`config.mk`:
```
export PLATFORM = sky130hd
export DESIGN_NAME = ssp_slave
export DESIGN_NICKNAME = d
export VERILOG_FILES = /design/src/logic/ssp_pkg.sv /design/src/logic/ssp_fifo.sv /design/src/logic/ssp_slave.sv
export SDC_FILE = /design/constraint.sdc
export NUM_CORES = 1
export LEC_CHECK = 0
export BUFFER_PORTS_ARGS = -buffer_cell sky130_fd_sc_hd__buf_4
export CAP_MARGIN = 10
export CELL_PAD_IN_SITES_DETAIL_PLACEMENT = 0
export CELL_PAD_IN_SITES_GLOBAL_PLACEMENT = 1
export CORE_MARGIN = 2
export CORE_UTILIZATION = 40
export DETAILED_ROUTE_END_ITERATION = 7
export PLACE_DENSITY = 0.62
export SETUP_SLACK_MARGIN = 0.3
export SYNTH_ARGS = -nofsm -noshare
export SYNTH_HDL_FRONTEND = slang
export SYNTH_SLANG_ARGS = --single-unit
```
`constraint.sdc`:
```
create_clock -name SYS_CLK -period 9.3 [get_ports SYS_CLK]
set_input_delay 2.79 -clock SYS_CLK [delete_from_list [all_inputs] [get_ports SYS_CLK]]
set_output_delay 2.79 -clock SYS_CLK [all_outputs]
set_load 0.01 [all_outputs]
```
`src/logic/ssp_pkg.sv`:
```
package ssp_pkg;
  // ----------------------------------------
  // widths and defaults
  // ----------------------------------------
  localparam int unsigned POS_W = 18;
  localparam logic [4:0] WIDTH_MIN = 5'h02;
  localparam logic [18:0] RES_MAX = 19'h40000;
  localparam logic [18:0] RES_MIN = 19'h00004;
  localparam logic [18:0] RES_DEFAULT = 19'h40000;
  localparam int unsigned FIFO_W = 19;
  localparam int unsigned FIFO_D = 16;
  // ----------------------------------------
  // timing
  // ----------------------------------------
  localparam int unsigned CLK_MHZ = 250;
  localparam int unsigned HOLD_TIMEOUT_US = 25;
  localparam int unsigned HOLD_TIMEOUT_CYC = HOLD_TIMEOUT_US * CLK_MHZ;
endpackage : ssp_pkg

```
`src/logic/ssp_fifo.sv`:
```
`timescale 1ns/1ps
module ssp_fifo #(
  parameter int unsigned W = 19,
  parameter int unsigned D = 16
) (
  // clock and reset
  input wire logic clk,
  input wire logic rst,
  // write side
  input wire logic [W-1:0] wr_data,
  input wire logic wr_valid,
  output logic wr_ready,
  // read side
  output logic [W-1:0] rd_data,
  output logic rd_valid,
  input wire logic rd_ready
);
  localparam int unsigned AW = $clog2(D);
  logic [W-1:0] mem [D];
  logic [AW-1:0] wp_reg;
  logic [AW-1:0] rp_reg;
  logic [AW:0] cnt_reg;
  logic do_wr;
  logic do_rd;

  assign wr_ready = (cnt_reg != D[AW:0]);
  assign rd_valid = (cnt_reg != '0);
  assign do_wr = wr_valid && wr_ready;
  assign do_rd = rd_valid && rd_ready;
  assign rd_data = mem[rp_reg];

  always_ff @(posedge clk) begin
    if (do_wr) begin
      mem[wp_reg] <= wr_data;
    end
  end

  always_ff @(posedge clk) begin
    if (rst) begin
      wp_reg <= '0;
      rp_reg <= '0;
      cnt_reg <= '0;
    end else begin
      if (do_wr) begin
        wp_reg <= wp_reg + 1'b1;
      end
      if (do_rd) begin
        rp_reg <= rp_reg + 1'b1;
      end
      cnt_reg <= cnt_reg + {{AW{1'b0}}, do_wr} - {{AW{1'b0}}, do_rd};
    end
  end
endmodule : ssp_fifo

```
`src/logic/ssp_slave.sv`:
```
// Functional notes
// - between transfers the shift register keeps reloading the present position
// - first falling clock edge starts hold timeout and freezes the register
// - each later rising edge drives next bit, most significant first
// - every clock edge restarts the timeout; no reload while it runs
// - after the burst data stays low until timeout ends, then reload
// - resolution configurable 4 to 262144, default 262144
// - on internal fault every shifted bit is one
`timescale 1ns/1ps
module ssp_slave #(
  parameter int unsigned HOLD_CYC = ssp_pkg::HOLD_TIMEOUT_CYC
) (
  // clock and reset
  input wire logic SYS_CLK,
  input wire logic RST,
  // position source
  input wire logic [ssp_pkg::POS_W-1:0] POS_DATA,
  input wire logic POS_VALID,
  output logic POS_READY,
  // configuration and status
  input wire logic [18:0] RESOLUTION,
  input wire logic FAULT,
  output logic [4:0] WORD_WIDTH,
  output logic BUSY,
  // link pins
  input wire logic SSI_CLOCK,
  output logic SSI_DATA
);
  typedef enum logic [2:0] {
    ST_LOAD = 3'b001,
    ST_SHIFT = 3'b010,
    ST_HOLD = 3'b100
  } ssp_state_t;

  // ----------------------------------------
  // configuration
  // ----------------------------------------
  logic [18:0] res_eff;
  logic [18:0] res_m1;
  logic [4:0] width_c;
  always_comb begin
    res_eff = RESOLUTION;
    if (RESOLUTION < ssp_pkg::RES_MIN) begin
      res_eff = ssp_pkg::RES_MIN;
    end else if (RESOLUTION > ssp_pkg::RES_MAX) begin
      res_eff = ssp_pkg::RES_MAX;
    end
    res_m1 = res_eff - 19'h00001;
    width_c = ssp_pkg::WIDTH_MIN;
    for (int i = 0; i < 19; i++) begin
      if (res_m1[i]) begin
        width_c = 5'(i + 1);
      end
    end
  end

  logic [4:0] width_reg;
  always_ff @(posedge SYS_CLK) begin
    if (RST) begin
      width_reg <= 5'(ssp_pkg::POS_W);
    end else begin
      width_reg <= width_c;
    end
  end
  assign WORD_WIDTH = width_reg;

  // ----------------------------------------
  // position buffer
  // ----------------------------------------
  logic [ssp_pkg::FIFO_W-1:0] fifo_rd_data;
  logic fifo_rd_valid;
  logic fifo_rd_ready;
  ssp_fifo #(
    .W(ssp_pkg::FIFO_W),
    .D(ssp_pkg::FIFO_D)
  ) u_fifo (
    .clk(SYS_CLK),
    .rst(RST),
    .wr_data({1'b0, POS_DATA}),
    .wr_valid(POS_VALID),
    .wr_ready(POS_READY),
    .rd_data(fifo_rd_data),
    .rd_valid(fifo_rd_valid),
    .rd_ready(fifo_rd_ready)
  );

  // ----------------------------------------
  // link clock sampling
  // ----------------------------------------
  logic [2:0] clk_sync_reg;
  logic clk_lvl_reg;
  logic fall_evt;
  logic rise_evt;
  always_ff @(posedge SYS_CLK) begin
    if (RST) begin
      clk_sync_reg <= 3'h7;
      clk_lvl_reg <= 1'b1;
    end else begin
      clk_sync_reg <= {clk_sync_reg[1:0], SSI_CLOCK};
      if (clk_sync_reg[2] == clk_sync_reg[1]) begin
        clk_lvl_reg <= clk_sync_reg[1];
      end
    end
  end
  assign fall_evt = clk_lvl_reg && (clk_sync_reg[2] == clk_sync_reg[1]) && !clk_sync_reg[1];
  assign rise_evt = !clk_lvl_reg && (clk_sync_reg[2] == clk_sync_reg[1]) && clk_sync_reg[1];

  // ----------------------------------------
  // transfer control
  // ----------------------------------------
  ssp_state_t state_reg;
  logic [31:0] tmo_reg;
  logic [17:0] shift_reg;
  logic [4:0] left_reg;
  logic data_reg;
  logic fault_reg;
  logic [17:0] pos_reg;

  assign fifo_rd_ready = 1'b1;

  always_ff @(posedge SYS_CLK) begin
    if (RST) begin
      fault_reg <= 1'b0;
      pos_reg <= '0;
    end else begin
      fault_reg <= FAULT;
      if (fifo_rd_valid) begin
        pos_reg <= fifo_rd_data[17:0];
      end
    end
  end

  logic clk_evt;
  logic tmo_done;
  assign clk_evt = fall_evt || rise_evt;
  assign tmo_done = (tmo_reg == 32'h0);

  // ----------------------------------------
  // transfer state
  // ----------------------------------------
  always_ff @(posedge SYS_CLK) begin
    if (RST) begin
      state_reg <= ST_LOAD;
    end else begin
      case (state_reg)
        ST_LOAD: begin
          if (fall_evt) begin
            state_reg <= ST_SHIFT;
          end
        end
        ST_SHIFT: begin
          if (rise_evt && left_reg == 5'h00) begin
            state_reg <= ST_HOLD;
          end else if (!clk_evt && tmo_done) begin
            state_reg <= ST_LOAD;
          end
        end
        ST_HOLD: begin
          if (!clk_evt && tmo_done) begin
            state_reg <= ST_LOAD;
          end
        end
        default: begin
          state_reg <= ST_LOAD;
        end
      endcase
    end
  end

  // ----------------------------------------
  // hold timeout
  // ----------------------------------------
  always_ff @(posedge SYS_CLK) begin
    if (RST) begin
      tmo_reg <= '0;
    end else if (state_reg == ST_LOAD) begin
      if (fall_evt) begin
        tmo_reg <= HOLD_CYC;
      end
    end else if (clk_evt) begin
      tmo_reg <= HOLD_CYC;
    end else if (!tmo_done) begin
      tmo_reg <= tmo_reg - 32'h1;
    end
  end

  // ----------------------------------------
  // shift register
  // ----------------------------------------
  always_ff @(posedge SYS_CLK) begin
    if (RST) begin
      shift_reg <= '0;
      left_reg <= '0;
    end else if (state_reg == ST_LOAD) begin
      shift_reg <= fault_reg ? '1 : (pos_reg << (5'(ssp_pkg::POS_W) - width_reg));
      left_reg <= width_reg;
    end else if (state_reg == ST_SHIFT && rise_evt && left_reg != 5'h00) begin
      shift_reg <= {shift_reg[16:0], 1'b0};
      left_reg <= left_reg - 5'h01;
    end
  end

  // ----------------------------------------
  // data line
  // ----------------------------------------
  always_ff @(posedge SYS_CLK) begin
    if (RST) begin
      data_reg <= 1'b1;
    end else begin
      case (state_reg)
        ST_LOAD: begin
          data_reg <= 1'b1;
        end
        ST_SHIFT: begin
          if (rise_evt && left_reg != 5'h00) begin
            data_reg <= shift_reg[17] | fault_reg;
          end else if (rise_evt) begin
            data_reg <= 1'b0;
          end else if (!clk_evt && tmo_done) begin
            data_reg <= 1'b1;
          end
        end
        ST_HOLD: begin
          if (!clk_evt && tmo_done) begin
            data_reg <= 1'b1;
          end else begin
            data_reg <= 1'b0;
          end
        end
        default: begin
          data_reg <= 1'b1;
        end
      endcase
    end
  end

  assign SSI_DATA = data_reg;
  assign BUSY = (state_reg != ST_LOAD);
endmodule : ssp_slave
```
# Word-level counts from Yosys, hierarchy flattened
# Memory sizes are Yosys's and may differ from the RTL's. A register that Yosys moved wholly into a read port is not among the register bits.
# Index checks and enable logic that the tools add are counted.
# classes
reduce_logical	22
bitwise	1
n_shift	1
eq_ne	9
magnitude_cmp	2
n_mux	41
addsub	8
# ops
operator	count
2-to-1 mux 32 bit	4
2-to-1 mux 5 bit	16
2-to-1 mux 18 bit	3
2-to-1 mux 19 bit	2
logical NOT 32 bit	1
subtractor 32 x 1 -> 32 bit, second input constant	1
greater-than comparator 19 bit, second input constant	1
< comparator 19 x 3 -> 1 bit, second input constant	1
subtractor 19 x 1 -> 19 bit, second input constant	1
<< shifter 18 x 5 -> 18 bit	1
logical AND 1 bit	10
nonzero test 5 bit	2
2-to-1 mux 3 bit	3
one-hot mux 3 bit (3 select lines)	1
adder 4 x 1 -> 4 bit, second input constant	2
2-to-1 mux 1 bit	8
2-to-1 mux 2 bit	3
adder 5 x 1 -> 5 bit	1
logical NOT 5 bit	1
inequality test 5 bit, second input constant	1
OR reduction 5 bit	1
subtractor 5 x 1 -> 5 bit	1
subtractor 5 x 1 -> 5 bit, second input constant	1
subtractor 5 bit, first input constant	1
other kinds (15)	17
# totals
output_inout_bits	8
in_bits	42
reg_bits	82
wordCells	99
n_memories	1
ram_bits	288
# memory_table
name	words	width	rd	rd_ports_with_merged_regs	wr	line_no	source
u_fifo.mem	16	18	1	1	1	ssp_fifo.sv:19	logic [W-1:0] mem [D];

# Longest topological paths before layout
# depth
word_depth	23
ltp_mapped	16
mapped_depth_nobuf	15

# By module
# From an unflattened synthesis, not the netlist that was laid out.
# unflattened
cells_unflattened	1201
area_unflattened_um2	17618.1
# by_module_without_submodules
mod	area_per_inst_um2	instances	seq_area_each_um2	cells_each
ssp_fifo	12289.3	1	9469.1	575
ssp_slave	5328.9	1	1741.7	626

# Worst setup path before layout
# Ideal clock, no wire load.
# synth_path
kind	in2reg
from	input RESOLUTION[7]
to	register width_reg[0] (netlist: WORD_WIDTH[0])
required_time_ps	9225
path_slack_ps	4039
stages	7
n_path_buf	1
t_arrival_ps	5186
setup_ps	75
cell_sequence	or4_1 buf_2 nor4_1 mux2_2 or4_1 or4b_1 o22ai_1
# synth_via
elab_chain_len	23
elab_cells_between_ends	24
classes_between	add/sub (1); order compare (2); mux (21)
# synth_rtl
item	line_no	source
start, declared	ssp_slave.sv:21	input wire logic [18:0] RESOLUTION,
greater-than comparator 19 bit	ssp_slave.sv:45	end else if (RESOLUTION > ssp_pkg::RES_MAX) begin
2-to-1 mux 19 bit	ssp_slave.sv:45	
2-to-1 mux 19 bit *	ssp_slave.sv:43	if (RESOLUTION < ssp_pkg::RES_MIN) begin
subtractor 19 x 1 -> 19 bit *	ssp_slave.sv:48	res_m1 = res_eff - 19'h00001;
2-to-1 mux 2 bit	ssp_slave.sv:51	if (res_m1[i]) begin
2-to-1 mux 5 bit (14 in a row)	ssp_slave.sv:51	
2-to-1 mux 2 bit (2 in a row)	ssp_slave.sv:51	
2-to-1 mux 1 bit	ssp_slave.sv:51	
2-to-1 mux 1 bit *	ssp_slave.sv:51	
end signal, assigned	ssp_slave.sv:60	width_reg <= 5'(ssp_pkg::POS_W);
end signal, assigned	ssp_slave.sv:62	width_reg <= width_c;
end, declared	ssp_slave.sv:57	logic [4:0] width_reg;
# Mark *: on every way between the ends. The rest lies on a longest branch, timed or not.
# A chain may end at the register's enable or synchronous reset.

# Worst setup path in the final report
# Same ends and word-level chain as after synthesis.

==> summary.txt <==
Global routing
  • Largest net degree at the start of global routing: 73
  • Antenna violations before repair: 0
  • Via count of the first global-routing pass: 10098
  • First-pass GRT wire length: 59800 µm
  • GRT Util Overall: 17.9%
  • Global route total overflow: 0

STA
  • Final Max Tran Viols: 0
  • Worst-Margin Slew: 1.14 ns
  • Achievable Freq: 198 MHz
  • Final critical-path required period: 5.06 ns
  • Setup violations, final: 0
  • Tcrit/Tclk final: 54.4%
  • Slew HR: 23.5%
  • Setup Skew: 0.0286 ns
  • Final hold vios: 0
  • Fin Setup TNS: 0 ns
  • RSZ-0062 raised after global routing: false

Synth
  • Most frequent cells after synthesis: edfxtp_1 (288), nand2_1 (108), mux4_2 (104)
  • #FFs+latches synth: 388
  • Top cell type's share of synthesized area: 51.3%
  • EDFF count, synth: 288
  • Netlist cell types: 67
  • Post-synthesis async set-or-reset flop share: 0%
  • Most frequent cell after synthesis: edfxtp_1
  • Mapped Cells: 1172
  • Post-synth top area cell: edfxtp_1
  • Syn nets: 1229
  • Seq/Total Area, Yosys: 63.2%
  • Most used DFF post-synth: edfxtp_1
  • Post-Syn Area per Cell: 14.4 µm²
  • Area contributors post-synth: edfxtp_1 (51%), mux4_2 (14%), dfxtp_1 (12%), nand2_1 (2.4%), a21oi_1 (2.1%)
  • Yosys Warn Count: 0
  • Cell Area, Synth: 16900 µm²

Floorplanning
  • Die Footprint: 43800 µm²
  • Die width: 209 µm
  • # IOs: 50
  • Die height: 209 µm
  • Core Box Area: 41800 µm²
  • Cell Rows: 75
  • Initial core utilization: 40.4%

Drt
  • Total Wirelength: 38300 µm
  • Wl on met1: 17200 µm
  • 1st-pass router iterations: 7
  • # DRC: 0
  • Vias: 10041
  • Initial drt markers: 622
  • Met2 routed WL: 19100 µm
  • Top sig layer: met4
  • Final ANT Viol Nets: 0
  • Wire length on met3: 1330 µm
  • Wire per inst: 21.3 µm
  • DR vias/cell: 5.60

Setup path
  • Worst R2R Setup Slack: 6.09 ns
  • WP data required: 9.77 ns
  • Crit path max fanout: 10
  • CP endpoint kind: flop
  • Reg2reg end: shift_reg[12]$_SDFFE_PP0P_
  • R2r worst-path depth: 7
  • CP Data Arrival Time: 5.53 ns
  • CP Class: input port to flop
  • Worst Setup SP: RESOLUTION[7]
  • Capture point of the critical path: WORD_WIDTH[0]$_SDFF_PP0_
  • Worst R2R Start: WORD_WIDTH[0]$_SDFF_PP0_
  • Startpoint types: input port

Clock tree
  • Root buf cell: clkbuf_16
  • CTS Buffer Depth: 3
  • Postcts setup bufs: 0
  • CTS tree: yes
  • Clock insertion delay at the later pin of the skew report: 0.56 ns
  • Total CTS buffers: 42
  • CTS H-tree depth: 2
  • Hold buffers post-CTS: 0
  • Resized cells post-CTS: 0
  • CTS clk-pin slew, worst paths: 0.06 ns
  • Clock sink count: 388

Flow run
  • Max Cap Viol: 0

Hold path
  • Hold WC Path Type: flop to flop

Layout
  • Max reg flops: 288
  • Register area: 10700 µm²
  • Layout cell share with drive strength beyond 1: 22.2%
  • Fill cells: 3694
  • Area of the multi-input gates: 5930 µm²
  • Fin nets: 1280
  • Layout area overhead: 14.5%
  • Final Util: 46.2%
  • Ant diodes: 0

Power
  • Peak supply drop: 0.000165 V
  • Power Density: 250 nW/µm²
  • P_leak: 6.42 nW

Placed design
  • Hpwl dp: 22700 µm
  • Gpl congestion: 0.808
  • # port buffers: 49

Status
  • Outcome: finished clean
worst min path at each step:
stage | from | to | depth (start not counted)
after CTS | clk_sync_reg[0]$_SDFF_PP1_ | clk_sync_reg[1]$_SDFF_PP1_ | 1
final | clk_sync_reg[0]$_SDFF_PP1_ | clk_sync_reg[1]$_SDFF_PP1_ | 1
after floorplan | clk_sync_reg[0]$_SDFF_PP1_ | clk_sync_reg[1]$_SDFF_PP1_ | 1
after global placement | clk_sync_reg[0]$_SDFF_PP1_ | clk_sync_reg[1]$_SDFF_PP1_ | 1
after global routing | clk_sync_reg[0]$_SDFF_PP1_ | clk_sync_reg[1]$_SDFF_PP1_ | 1
after detailed placement | clk_sync_reg[0]$_SDFF_PP1_ | clk_sync_reg[1]$_SDFF_PP1_ | 1
per-stage QoR:
stage,instances,area (µm²),hold WS [ns],power [mW],setup WS [ns]
2_1_floorplan,1172,16900,0.389,2.89,4.04
3_3_place_gp,1718,17900,0.407,3.19,3.70
5_1_grt,1794,19300,0.436,5.07,4.20
3_5_place_dp,1718,17900,0.404,3.20,3.71
6_report,1794,19300,0.416,4.82,4.24
4_1_cts,1794,19300,0.420,4.90,4.29
cell families (layout without fill, tap and decap cells):
group / Yosys count / count (layout) / synth area share (%)
DFF: 388 / 388 / 63.2
and+or+nand+nor: 337 / 337 / 9.61
adders and majority gates: 15 / 15 / 1.16
AOI/OAI and AO/OA: 191 / 191 / 7.47
xor gates and xnor gates: 28 / 28 / 1.46
buffers and inverters: 89 / 172 / 2.00
muxes: 124 / 124 / 15.1
routing by layer:
layer	vias to the layer above	track usage, %
met3	49	2.60
li1	4687	-
met1	5139	24.2
met4	0	5.10
met5	-	0
met2	166	30.2
power breakdown:
group / internal [mW] / leakage (nW) / switching [mW] / total [mW]
Combinational: 0.531 / 2.33 / 0.492 / 1.02
Clock: 1.01 / 0.671 / 0.671 / 1.68
Sequential: 1.97 / 3.42 / 0.150 / 2.12
Total: 3.51 / 6.42 / 1.31 / 4.82
final cells by class:
cell class	count	share of cell area, %
clock buffers	51	5.67
clock inverters	25	1.55
inverters	20	0.389
multi-input cells	695	30.7
flip-flops and latches	388	55.2
well taps	539	3.49
repair buffers	76	2.96
critical path, stage by stage:
cell,delay [ns]
buf_4,0.13
or4_1,0.69
nor4_1,0.45
mux2_2,0.42
or4_1,0.47
or4b_1,0.47
o22ai_1,0.11
layout by cell type, fill, tap and decap left out, types with 8 or more instances in the layout:
| master | synthesis | routed |
|---|---|---|
| edfxtp_1 | 288 | 288 |
| nand2_1 | 108 | 108 |
| mux4_2 | 104 | 104 |
| dfxtp_1 | 100 | 98 |
| buf_4 | 0 | 76 |
| nor2_1 | 86 | 73 |
| a21oi_1 | 72 | 72 |
| clkbuf_16 | 0 | 42 |
| nor3_1 | 29 | 25 |
| o21ai_0 | 22 | 22 |
| nand3_1 | 20 | 20 |
| inv_1 | 20 | 20 |
| xor2_1 | 20 | 20 |
| mux2i_1 | 16 | 16 |
| ha_1 | 14 | 14 |
| nand2b_1 | 13 | 13 |
| nor2_2 | 0 | 13 |
| or4_1 | 12 | 12 |
| nand4_1 | 11 | 11 |
| or2_2 | 10 | 10 |
| a211oi_1 | 10 | 10 |
| or3_1 | 9 | 9 |
| a21o_1 | 9 | 9 |
| nor4_1 | 9 | 9 |
| xnor2_1 | 8 | 8 |
| a31oi_1 | 8 | 8 |
| o31ai_1 | 9 | 8 |
| clkinv_1 | 0 | 8 |
| clkbuf_1 | 54 | 8 |
No activity file was read; power rests on OpenSTA's default activity.
